==> config.mk <==
export PLATFORM = sky130hd
export DESIGN_NAME = fcl_loader
export DESIGN_NICKNAME = d
export VERILOG_FILES = /design/src/rtl/fcl_pkg.sv /design/src/rtl/fcl_csum_if.sv /design/src/rtl/fcl_csum.sv /design/src/rtl/fcl_loader.sv
export SDC_FILE = /design/constraint.sdc
export NUM_CORES = 1
export LEC_CHECK = 0
export ABC_AREA = 1
export BUFFER_PORTS_ARGS = -buffer_cell sky130_fd_sc_hd__buf_4
export CORE_MARGIN = 8
export CORE_UTILIZATION = 54
export DETAILED_ROUTE_END_ITERATION = 10
export GPL_ROUTABILITY_DRIVEN = 0
export MAX_ROUTING_LAYER = met4
export PLACE_DENSITY_LB_ADDON = 0.08
export SYNTH_ARGS = -nofsm -noshare
export SYNTH_HDL_FRONTEND = slang
export SYNTH_SLANG_ARGS = --single-unit
==> constraint.sdc <==
create_clock -name mclk_i -period 4.03 [get_ports mclk_i]
set_input_delay 0.403 -clock mclk_i [delete_from_list [all_inputs] [get_ports mclk_i]]
set_output_delay 0.403 -clock mclk_i [all_outputs]
set_load 0.02 [all_outputs]
==> src/rtl/fcl_pkg.sv <==
// package: constants, map and state type for the fuse configuration loader
package fcl_pkg;
	// block sizes
	localparam int NUM_CONV = 2;
	localparam int CFG_BYTES = 6;
	localparam int SLOT_W = 4;
	localparam int TMR_W = 24;
	// live register map
	localparam logic [7:0] ADDR_B1_START = 8'h40;
	localparam logic [7:0] ADDR_B1_MODE = 8'h41;
	localparam logic [7:0] ADDR_B1_LEVEL = 8'h42;
	localparam logic [7:0] ADDR_B2_START = 8'h43;
	localparam logic [7:0] ADDR_B2_MODE = 8'h44;
	localparam logic [7:0] ADDR_CONV_SEL = 8'h50;
	localparam logic [7:0] ADDR_PROG_CTRL = 8'h51;
	localparam int IDX_CONV_SEL = 5;
	// program control field layout
	localparam int PROG_REQ_BIT = 0;
	localparam int CSUM_ERR_BIT = 1;
	localparam int BURN_CNT_LSB = 2;
	localparam int BURN_CNT_MSB = 3;
	localparam logic [1:0] MAX_BURNS = 2'h3;
	// fuse store slots beyond the configuration bytes
	localparam logic [SLOT_W-1:0] SLOT_CSUM_LO = 4'h6;
	localparam logic [SLOT_W-1:0] SLOT_CSUM_HI = 4'h7;
	localparam logic [SLOT_W-1:0] SLOT_COUNT = 4'h8;
	// hard-coded defaults, byte 0 in the low bits
	localparam logic [CFG_BYTES*8-1:0] DEF_CFG = 48'h03_1C_41_1C_1C_41;
	// timing
	localparam int CLK_HZ = 100_000_000;
	localparam int OPER_DELAY_US = 100;
	localparam int BURN_HOLD_MS = 100;
	localparam int STAGGER_US = 1000;
	localparam int OPER_DELAY_CYC = OPER_DELAY_US * (CLK_HZ / 1_000_000);
	localparam int BURN_HOLD_CYC = BURN_HOLD_MS * (CLK_HZ / 1_000);
	localparam int STAGGER_CYC = STAGGER_US * (CLK_HZ / 1_000_000);
	// controller states
	typedef enum logic [3:0] {
		FCL_WAIT_VCC = 4'h0,
		FCL_DELAY = 4'h1,
		FCL_LOAD = 4'h2,
		FCL_CHECK = 4'h3,
		FCL_IDLE = 4'h4,
		FCL_BURN_CHK = 4'h5,
		FCL_BURN_WR = 4'h6,
		FCL_BURN_HOLD = 4'h7,
		FCL_RESTART = 4'h8
	} fcl_state_t;
endpackage : fcl_pkg

==> src/rtl/fcl_csum_if.sv <==
// interface: checksum engine control and result
`timescale 1ns/1ps
interface fcl_csum_if;
	logic clr;
	logic add;
	logic [7:0] data;
	logic [15:0] sum;
	modport ctrl (output clr, output add, output data, input sum);
	modport eng (input clr, input add, input data, output sum);
endinterface : fcl_csum_if

==> src/rtl/fcl_csum.sv <==
// module: 16-bit rotate-and-add checksum engine
`timescale 1ns/1ps
module fcl_csum (
	// clock and reset
	input wire logic mclk_i,
	input wire logic rst_n_i,
	// control and result
	fcl_csum_if.eng cs
);
	logic [15:0] sum_ff;
	logic [15:0] nxt_sum;
	logic [15:0] base;

	// same function for burn and power-up check
	always_comb begin
		base = cs.clr ? 16'h0000 : {sum_ff[14:0], sum_ff[15]};
		if (cs.add) begin
			nxt_sum = base + {8'h00, cs.data};
		end else if (cs.clr) begin
			nxt_sum = 16'h0000;
		end else begin
			nxt_sum = sum_ff;
		end
	end

	always_ff @(posedge mclk_i or negedge rst_n_i) begin
		if (!rst_n_i) begin
			sum_ff <= 16'h0000;
		end else begin
			sum_ff <= nxt_sum;
		end
	end

	assign cs.sum = sum_ff;
endmodule : fcl_csum

==> src/rtl/fcl_loader.sv <==
// module: fuse store loader, burn sequencer and live register file
// Function
// - port and fuse logic live 100us after supply
// - enabled start runs only fuse-selected converters
// - copy fuse store to live registers once
// - enable toggling never reloads from fuse store
// - fuse store accepts at most three burns
// - live register writes act at once, volatile
// - converters off during burn, restart one by one
// - request bit starts burn, writes locked, reads served
// - low programming supply at burn request aborts burn and unlocks
// - burn stores 16-bit checksum with the data
// - request bit cleared and unlock after 100ms
// - power-up checksum match on a burned store loads data, else defaults
// - checksum mismatch on a burned store sets readable error flag
// - live registers accessible while converters run
`timescale 1ns/1ps
module fcl_loader #(
	parameter int OPER_DELAY = fcl_pkg::OPER_DELAY_CYC,
	parameter int BURN_HOLD = fcl_pkg::BURN_HOLD_CYC,
	parameter int STAGGER = fcl_pkg::STAGGER_CYC
) (
	// clock and reset
	input wire logic mclk_i,
	input wire logic rst_n_i,
	// supply and pin status
	input wire logic vcc_good_i,
	input wire logic prog_supply_ok_i,
	input wire logic enable_sync_input_i,
	// host register port
	input wire logic reg_wr_i,
	input wire logic reg_rd_i,
	input wire logic [7:0] reg_addr_i,
	input wire logic [7:0] reg_wdata_i,
	output logic [7:0] reg_rdata_o,
	output logic reg_wr_refused_o,
	// fuse store port
	output logic fuse_rd_o,
	output logic fuse_wr_o,
	output logic [fcl_pkg::SLOT_W-1:0] fuse_addr_o,
	output logic [7:0] fuse_wdata_o,
	input wire logic [7:0] fuse_rdata_i,
	input wire logic fuse_ack_i,
	// converter side
	output logic [fcl_pkg::CFG_BYTES*8-1:0] cfg_o,
	output logic [fcl_pkg::NUM_CONV-1:0] conv_en_o,
	output logic ready_o,
	output logic program_request_bit_o
);
	import fcl_pkg::*;

	localparam int STAGE_W = $clog2(NUM_CONV + 1);

	fcl_state_t state_ff, nxt_state;
	logic [SLOT_W-1:0] idx_ff, nxt_idx;
	logic [TMR_W-1:0] tmr_ff, nxt_tmr;
	logic [STAGE_W-1:0] stage_ff, nxt_stage;
	logic [7:0] cfg_ff [CFG_BYTES];
	logic [7:0] nxt_cfg [CFG_BYTES];
	logic [7:0] fbuf_ff [CFG_BYTES];
	logic [7:0] nxt_fbuf [CFG_BYTES];
	logic [15:0] csum_rd_ff, nxt_csum_rd;
	logic [1:0] burn_cnt_ff, nxt_burn_cnt;
	logic prog_ff, nxt_prog;
	logic err_ff, nxt_err;
	logic ready_ff, nxt_ready;
	logic [7:0] rdata_ff, nxt_rdata;
	logic refused_ff, nxt_refused;
	logic [7:0] wdata_ff, nxt_wdata;
	logic [NUM_CONV-1:0] conv_en_ff, nxt_conv_en;
	logic burning;
	logic wr_hit;
	logic [SLOT_W-1:0] wr_idx;
	logic [SLOT_W-1:0] idx_next;

	fcl_csum_if cs ();

	fcl_csum u_csum (
		.mclk_i(mclk_i),
		.rst_n_i(rst_n_i),
		.cs(cs)
	);

	// live register address to array index
	function automatic logic [SLOT_W:0] cfg_decode(input logic [7:0] addr);
		case (addr)
			ADDR_B1_START: cfg_decode = {1'b1, 4'h0};
			ADDR_B1_MODE: cfg_decode = {1'b1, 4'h1};
			ADDR_B1_LEVEL: cfg_decode = {1'b1, 4'h2};
			ADDR_B2_START: cfg_decode = {1'b1, 4'h3};
			ADDR_B2_MODE: cfg_decode = {1'b1, 4'h4};
			ADDR_CONV_SEL: cfg_decode = {1'b1, SLOT_W'(IDX_CONV_SEL)};
			default: cfg_decode = {1'b0, 4'h0};
		endcase
	endfunction : cfg_decode

	assign {wr_hit, wr_idx} = cfg_decode(reg_addr_i);
	assign idx_next = idx_ff + 4'h1;
	// burning keeps converters down until the restart stage releases them
	assign burning = (state_ff == FCL_BURN_WR) || (state_ff == FCL_BURN_HOLD);

	always_comb begin
		nxt_state = state_ff;
		nxt_idx = idx_ff;
		nxt_tmr = tmr_ff;
		nxt_stage = stage_ff;
		nxt_cfg = cfg_ff;
		nxt_fbuf = fbuf_ff;
		nxt_csum_rd = csum_rd_ff;
		nxt_burn_cnt = burn_cnt_ff;
		nxt_prog = prog_ff;
		nxt_err = err_ff;
		nxt_ready = ready_ff;
		nxt_wdata = wdata_ff;
		nxt_refused = 1'b0;
		nxt_rdata = rdata_ff;
		cs.clr = 1'b0;
		cs.add = 1'b0;
		cs.data = fuse_rdata_i;
		fuse_rd_o = 1'b0;
		fuse_wr_o = 1'b0;

		// reads always served once the port is live
		if (reg_rd_i && ready_ff) begin
			if (wr_hit) begin
				nxt_rdata = cfg_ff[wr_idx[2:0]];
			end else if (reg_addr_i == ADDR_PROG_CTRL) begin
				nxt_rdata = 8'h00;
				nxt_rdata[PROG_REQ_BIT] = prog_ff;
				nxt_rdata[CSUM_ERR_BIT] = err_ff;
				nxt_rdata[BURN_CNT_MSB:BURN_CNT_LSB] = burn_cnt_ff;
			end else begin
				nxt_rdata = 8'h00;
			end
		end

		// writes land immediately unless the burn lock holds
		if (reg_wr_i && ready_ff) begin
			if (prog_ff) begin
				nxt_refused = 1'b1;
			end else if (wr_hit) begin
				nxt_cfg[wr_idx[2:0]] = reg_wdata_i;
			end else if (reg_addr_i == ADDR_PROG_CTRL && reg_wdata_i[PROG_REQ_BIT]
					&& state_ff == FCL_IDLE) begin
				nxt_prog = 1'b1;
				nxt_state = FCL_BURN_CHK;
			end
		end

		case (state_ff)
			FCL_WAIT_VCC: begin
				if (vcc_good_i) begin
					nxt_tmr = '0;
					nxt_state = FCL_DELAY;
				end
			end
			FCL_DELAY: begin
				// independent of the enable pin
				if (tmr_ff == TMR_W'(OPER_DELAY - 1)) begin
					nxt_idx = '0;
					cs.clr = 1'b1;
					nxt_state = FCL_LOAD;
				end else begin
					nxt_tmr = tmr_ff + 24'h000001;
				end
			end
			FCL_LOAD: begin
				fuse_rd_o = 1'b1;
				if (fuse_ack_i) begin
					if (idx_ff < SLOT_W'(CFG_BYTES)) begin
						nxt_fbuf[idx_ff[2:0]] = fuse_rdata_i;
						cs.add = 1'b1;
					end else if (idx_ff == SLOT_CSUM_LO) begin
						nxt_csum_rd[7:0] = fuse_rdata_i;
					end else if (idx_ff == SLOT_CSUM_HI) begin
						nxt_csum_rd[15:8] = fuse_rdata_i;
					end else begin
						nxt_burn_cnt = fuse_rdata_i[1:0];
					end
					if (idx_ff == SLOT_COUNT) begin
						nxt_state = FCL_CHECK;
					end else begin
						nxt_idx = idx_next;
					end
				end
			end
			FCL_CHECK: begin
				// a blank store is not an error, it simply uses defaults
				if (burn_cnt_ff != 2'h0 && cs.sum == csum_rd_ff) begin
					nxt_cfg = fbuf_ff;
				end else begin
					for (int i = 0; i < CFG_BYTES; i++) begin
						nxt_cfg[i] = DEF_CFG[i*8 +: 8];
					end
					nxt_err = (burn_cnt_ff != 2'h0);
				end
				nxt_ready = 1'b1;
				nxt_stage = STAGE_W'(NUM_CONV);
				nxt_state = FCL_IDLE;
			end
			FCL_IDLE: begin
				// no path back to loading, so enable toggles never reload
				nxt_state = nxt_state;
			end
			FCL_BURN_CHK: begin
				if (!prog_supply_ok_i || burn_cnt_ff == MAX_BURNS) begin
					nxt_prog = 1'b0;
					nxt_state = FCL_IDLE;
				end else begin
					nxt_idx = '0;
					cs.clr = 1'b1;
					cs.add = 1'b1;
					cs.data = cfg_ff[0];
					nxt_wdata = cfg_ff[0];
					nxt_state = FCL_BURN_WR;
				end
			end
			FCL_BURN_WR: begin
				fuse_wr_o = 1'b1;
				cs.data = cfg_ff[idx_next[2:0]];
				if (fuse_ack_i) begin
					if (idx_ff == SLOT_COUNT) begin
						nxt_burn_cnt = burn_cnt_ff + 2'h1;
						nxt_tmr = '0;
						nxt_state = FCL_BURN_HOLD;
					end else begin
						nxt_idx = idx_next;
						if (idx_next < SLOT_W'(CFG_BYTES)) begin
							cs.add = 1'b1;
							nxt_wdata = cfg_ff[idx_next[2:0]];
						end else if (idx_next == SLOT_CSUM_LO) begin
							nxt_wdata = cs.sum[7:0];
						end else if (idx_next == SLOT_CSUM_HI) begin
							nxt_wdata = cs.sum[15:8];
						end else begin
							nxt_wdata = {6'h00, burn_cnt_ff + 2'h1};
						end
					end
				end
			end
			FCL_BURN_HOLD: begin
				if (tmr_ff == TMR_W'(BURN_HOLD - 1)) begin
					nxt_prog = 1'b0;
					nxt_tmr = '0;
					nxt_stage = STAGE_W'(1);
					nxt_state = FCL_RESTART;
				end else begin
					nxt_tmr = tmr_ff + 24'h000001;
				end
			end
			FCL_RESTART: begin
				// one converter more per stagger period
				if (stage_ff == STAGE_W'(NUM_CONV)) begin
					nxt_state = FCL_IDLE;
				end else if (tmr_ff == TMR_W'(STAGGER - 1)) begin
					nxt_tmr = '0;
					nxt_stage = stage_ff + STAGE_W'(1);
				end else begin
					nxt_tmr = tmr_ff + 24'h000001;
				end
			end
			default: begin
				nxt_state = FCL_WAIT_VCC;
			end
		endcase
	end

	// per-converter enable: pin, fuse selection, restart stage, burn hold
	for (genvar g = 0; g < NUM_CONV; g++) begin : g_conv
		assign nxt_conv_en[g] = enable_sync_input_i && ready_ff && !burning
			&& cfg_ff[IDX_CONV_SEL][g] && (STAGE_W'(g) < stage_ff);
		assign cfg_o[g*8 +: 8] = cfg_ff[g];
	end
	for (genvar k = NUM_CONV; k < CFG_BYTES; k++) begin : g_cfg
		assign cfg_o[k*8 +: 8] = cfg_ff[k];
	end

	always_ff @(posedge mclk_i or negedge rst_n_i) begin
		if (!rst_n_i) begin
			state_ff <= FCL_WAIT_VCC;
			idx_ff <= '0;
			tmr_ff <= '0;
			stage_ff <= '0;
			for (int i = 0; i < CFG_BYTES; i++) begin
				cfg_ff[i] <= 8'h00;
				fbuf_ff[i] <= 8'h00;
			end
			csum_rd_ff <= 16'h0000;
			burn_cnt_ff <= 2'h0;
			prog_ff <= 1'b0;
			err_ff <= 1'b0;
			ready_ff <= 1'b0;
			rdata_ff <= 8'h00;
			refused_ff <= 1'b0;
			wdata_ff <= 8'h00;
			conv_en_ff <= '0;
		end else begin
			state_ff <= nxt_state;
			idx_ff <= nxt_idx;
			tmr_ff <= nxt_tmr;
			stage_ff <= nxt_stage;
			cfg_ff <= nxt_cfg;
			fbuf_ff <= nxt_fbuf;
			csum_rd_ff <= nxt_csum_rd;
			burn_cnt_ff <= nxt_burn_cnt;
			prog_ff <= nxt_prog;
			err_ff <= nxt_err;
			ready_ff <= nxt_ready;
			rdata_ff <= nxt_rdata;
			refused_ff <= nxt_refused;
			wdata_ff <= nxt_wdata;
			conv_en_ff <= nxt_conv_en;
		end
	end

	assign reg_rdata_o = rdata_ff;
	assign reg_wr_refused_o = refused_ff;
	assign fuse_addr_o = idx_ff;
	assign fuse_wdata_o = wdata_ff;
	assign conv_en_o = conv_en_ff;
	assign ready_o = ready_ff;
	assign program_request_bit_o = prog_ff;
endmodule : fcl_loader

==> impl_metrics.tcl <==
set metrics [dict create \
    power.density_nw_per_um2 681 \
    synthTopCellsByArea "dfrtp_1, nand2_1, o21ai_0, nor2_1, inv_1" \
    die_h_um 158 \
    path_class "flip-flop to flip-flop" \
    die_x_um 158 \
    first_iter_violations 1152 \
    fin_setup_tns_ns 0 \
    r2r-end "u_csum.cs.sum[13]" \
    p_seq_frac 0.363 \
    critPathArrivalTime_ns 4.06 \
    syn_area_um2 10900 \
    wl_mm 35.9 \
    pin_count 107 \
    maxCapViolations 0 \
    slew_headroom 0.253 \
    fin_nets 1637 \
    hold_viol 0 \
    fin_worst_skew_ns 0.0124 \
    synth-seq-area-share 0.428 \
    muxShareOfSynthArea 0.000921 \
    synth_warnings 0 \
    finalSetupViolCount 0 \
    yosysTopAreaCell "dfrtp_1" \
    synth_adder_area_share 0.0214 \
    layout_commonest_cell "nand2_1" \
    reg2reg_depth 22 \
    dp_hpwl_mm 26.4 \
    cts.path.max_buffers 2 \
    sw_frac_of_total 0.456 \
    startpoint "fuse_addr_o[1]" \
    post_cts.repair.setup_buffers 0 \
    clk_root_buffer_cell "clkbuf_16" \
    run_status "completed" \
    rsz0062_at_grt "false" \
    synth_compound_area_frac 0.148 \
    core_area_um2 20000 \
    cts_tree "done" \
    first_pass_iters 6 \
    post-route-min-period_ns 3.73 \
    drive_gt1_frac 0.133 \
    combPwrFrac 0.441 \
    critPathCaptureType "flip-flop" \
    vias_per_cell 5.81 \
    grt_pass1_wl_mm 56.3 \
    wire_per_inst_um 19.2 \
    syn_to_final_growth_pct 15.6 \
    netlist.area_leader.share 0.428 \
    p_total_mw 8.56 \
    ctsHoldBuffers 0 \
    buffer_ports.inserted 106 \
    final_cell_mix "nand2_1, dfrtp_1, nor2_1, inv_1, o21ai_0" \
    required_ns 4.36 \
    crit_fanout 14 \
    antenna_found_initial 1 \
    p_int_mw 4.66 \
    htreeDepth 4 \
    synth_xor_area_frac 0.0210 \
    drc 0 \
    net-switching-power_mw 3.90 \
    min_path_type "primary input to asynchronous set/reset pin" \
    reg2reg_from "fuse_addr_o[1]" \
    power.share.clock 0.196 \
    worstMarginPinSlew_ns 1.11 \
    row_count 52 \
    synth_fp_nets 1533 \
    grt_pass1_vias 10200 \
    report.final.slew_viol_count 0 \
    insertion_delay_ns 0.45 \
    vdd_drop_max_uv 475 \
    finalCritPeriodShare 0.926 \
    drt.antenna.violating_nets 0 \
    clock_sinks 186 \
    synth_top_family_by_area "simple AND/OR/NAND/NOR gates" \
    grt_max_degree 112 \
    yosys.area_share.simple 0.307 \
    overflow 0 \
    num_vias 10900 \
    syn_inst 1483 \
    worstSetupEndpoint "u_csum.cs.sum[13]" \
    start_util 0.544 \
    die_area_um2 24900 \
    syn_avg_cell_area_um2 7.32 \
    track_usage 0.304 \
    ff2ff_setup_slack_ns 0.30 \
    synth_cell_type_count 52 \
    path_clk_slew_ns 0.08 \
    cp-start-kind "flip-flop" \
    fmax_ghz 0.268 \
    cts_buffers 17 \
    synth-seq-cells 186 \
    p_leak_nw 6.10 \
]
==> synthesized netlist by cell type (all sizes together) <==
master / count
nand2: 419
dfrtp: 186
nor2: 162
inv: 156
o21ai: 149
nand3: 84
a21oi: 80
nand4: 48
nor3: 25
buf: 22
o211ai: 21
clkbuf: 20
ha: 17
xor2: 16
o22ai: 15
xnor2: 10
nor4: 9
o221ai: 8
or2: 6
a211oi: 4
and2: 4
a31oi: 3
nand3b: 3
a22oi: 2
clkinv: 2
nor3b: 2
o311ai: 2
a21boi: 1
a41oi: 1
fa: 1
mux2i: 1
o2111ai: 1
o21a: 1
o31ai: 1
o41ai: 1
==> worst min path at each step <==
stage	startpoint	endpoint	slack [ns]	depth (start not counted)
6_report	rst_n_i	tmr_ff[9]	0.07	1
5_1_grt	rst_n_i	tmr_ff[3]	0.15	1
4_1_cts	rst_n_i	tmr_ff[9]	0.11	1
3_5_place_dp	fbuf_ff[10]	fbuf_ff[10]	0.47	2
3_3_place_gp	fbuf_ff[22]	fbuf_ff[22]	0.46	2
2_1_floorplan	rst_n_i	burn_cnt_ff[0]	0.11	0
==> layout make-up <==
cell class / instances / area (um2)
fillers: 1859 / 7410
inverters: 158 / 599
well taps: 270 / 338
clock buffers: 17 / 425
repair buffers: 127 / 972
flip-flops and latches: 186 / 4650
diodes: 1 / 2.50
clock inverters: 14 / 149
multi-input cells: 1097 / 5420
==> per-layer routing <==
layer  GRT usage  part of all wire  up-vias
met1       0.398              0.42     5106
met5           -                 0        -
met4       0.135             0.039        0
li1            -                 -     5129
met3      0.0483             0.080       90
met2       0.463              0.46      542
==> critical path, cell delays in order, from the launching register on <==
cell,delay (ns)
dfrtp_1,0.35
inv_1,0.10
ha_1,0.42
clkinvlp_4,0.28
buf_4,0.25
o21ai_0,0.20
nand2_1,0.07
nand2_1,0.06
o21ai_0,0.14
nand2_1,0.09
o221ai_1,0.12
ha_1,0.39
nand2_1,0.09
nor2_1,0.11
nand3_1,0.08
nand2_1,0.11
nand2_1,0.06
nand2_1,0.08
nand4_1,0.08
nor2_1,0.27
nand3_1,0.11
nand3_1,0.10
nand2_1,0.06
==> power groups by stage <==
stage                     Combinational [mW]  Sequential [mW]  Clock, mW
final                                   3.78             3.11       1.67
after global routing                    4.15             3.16       1.76
after CTS                               3.74             3.08       1.69
after detailed placement                3.71             3.11          0
after global placement                  3.66             3.11          0
after floorplan                         2.14             3.26          0
==> registers in the layout, indices dropped and copies added, names as in the netlist, 8 cells and up <==
register and count:
cfg_o 48, fbuf_ff 48, tmr_ff 24, csum_rd_ff 16, u_csum.cs.sum 16, fuse_wdata_o 8
reg_rdata_o 8
==> what timing repair did <==
action / 4_1_cts / 5_1_grt
endpoints found under the hold margin: 0 / 0
resized for setup: 0 / 2
endpoints found under the setup margin: 0 / 5
==> through the flow <==
step	area [um2]	hold slack (ns)	setup WS, ns	std cells	util
2_1_floorplan	10900	0.107	0.0544	1483	-
3_3_place_gp	12000	0.462	0.374	1838	0.600
3_5_place_dp	12000	0.469	0.267	1838	0.600
4_1_cts	12600	0.112	0.241	1869	0.628
5_1_grt	12600	0.147	0.0309	1870	0.629
6_report	12600	0.0740	0.299	1870	0.629
==> cells by family (layout without fill, tap and decap cells) <==
family,after synthesis,after routing
AOI/OAI and AO/OA,290,290
muxes,1,1
buffers and inverters,200,316
DFF,186,186
xor gates and xnor gates,26,26
other,0,1
and+or+nand+nor,762,762
adders and majority gates,18,18
Note: power is estimated with default switching activity, not from simulation.
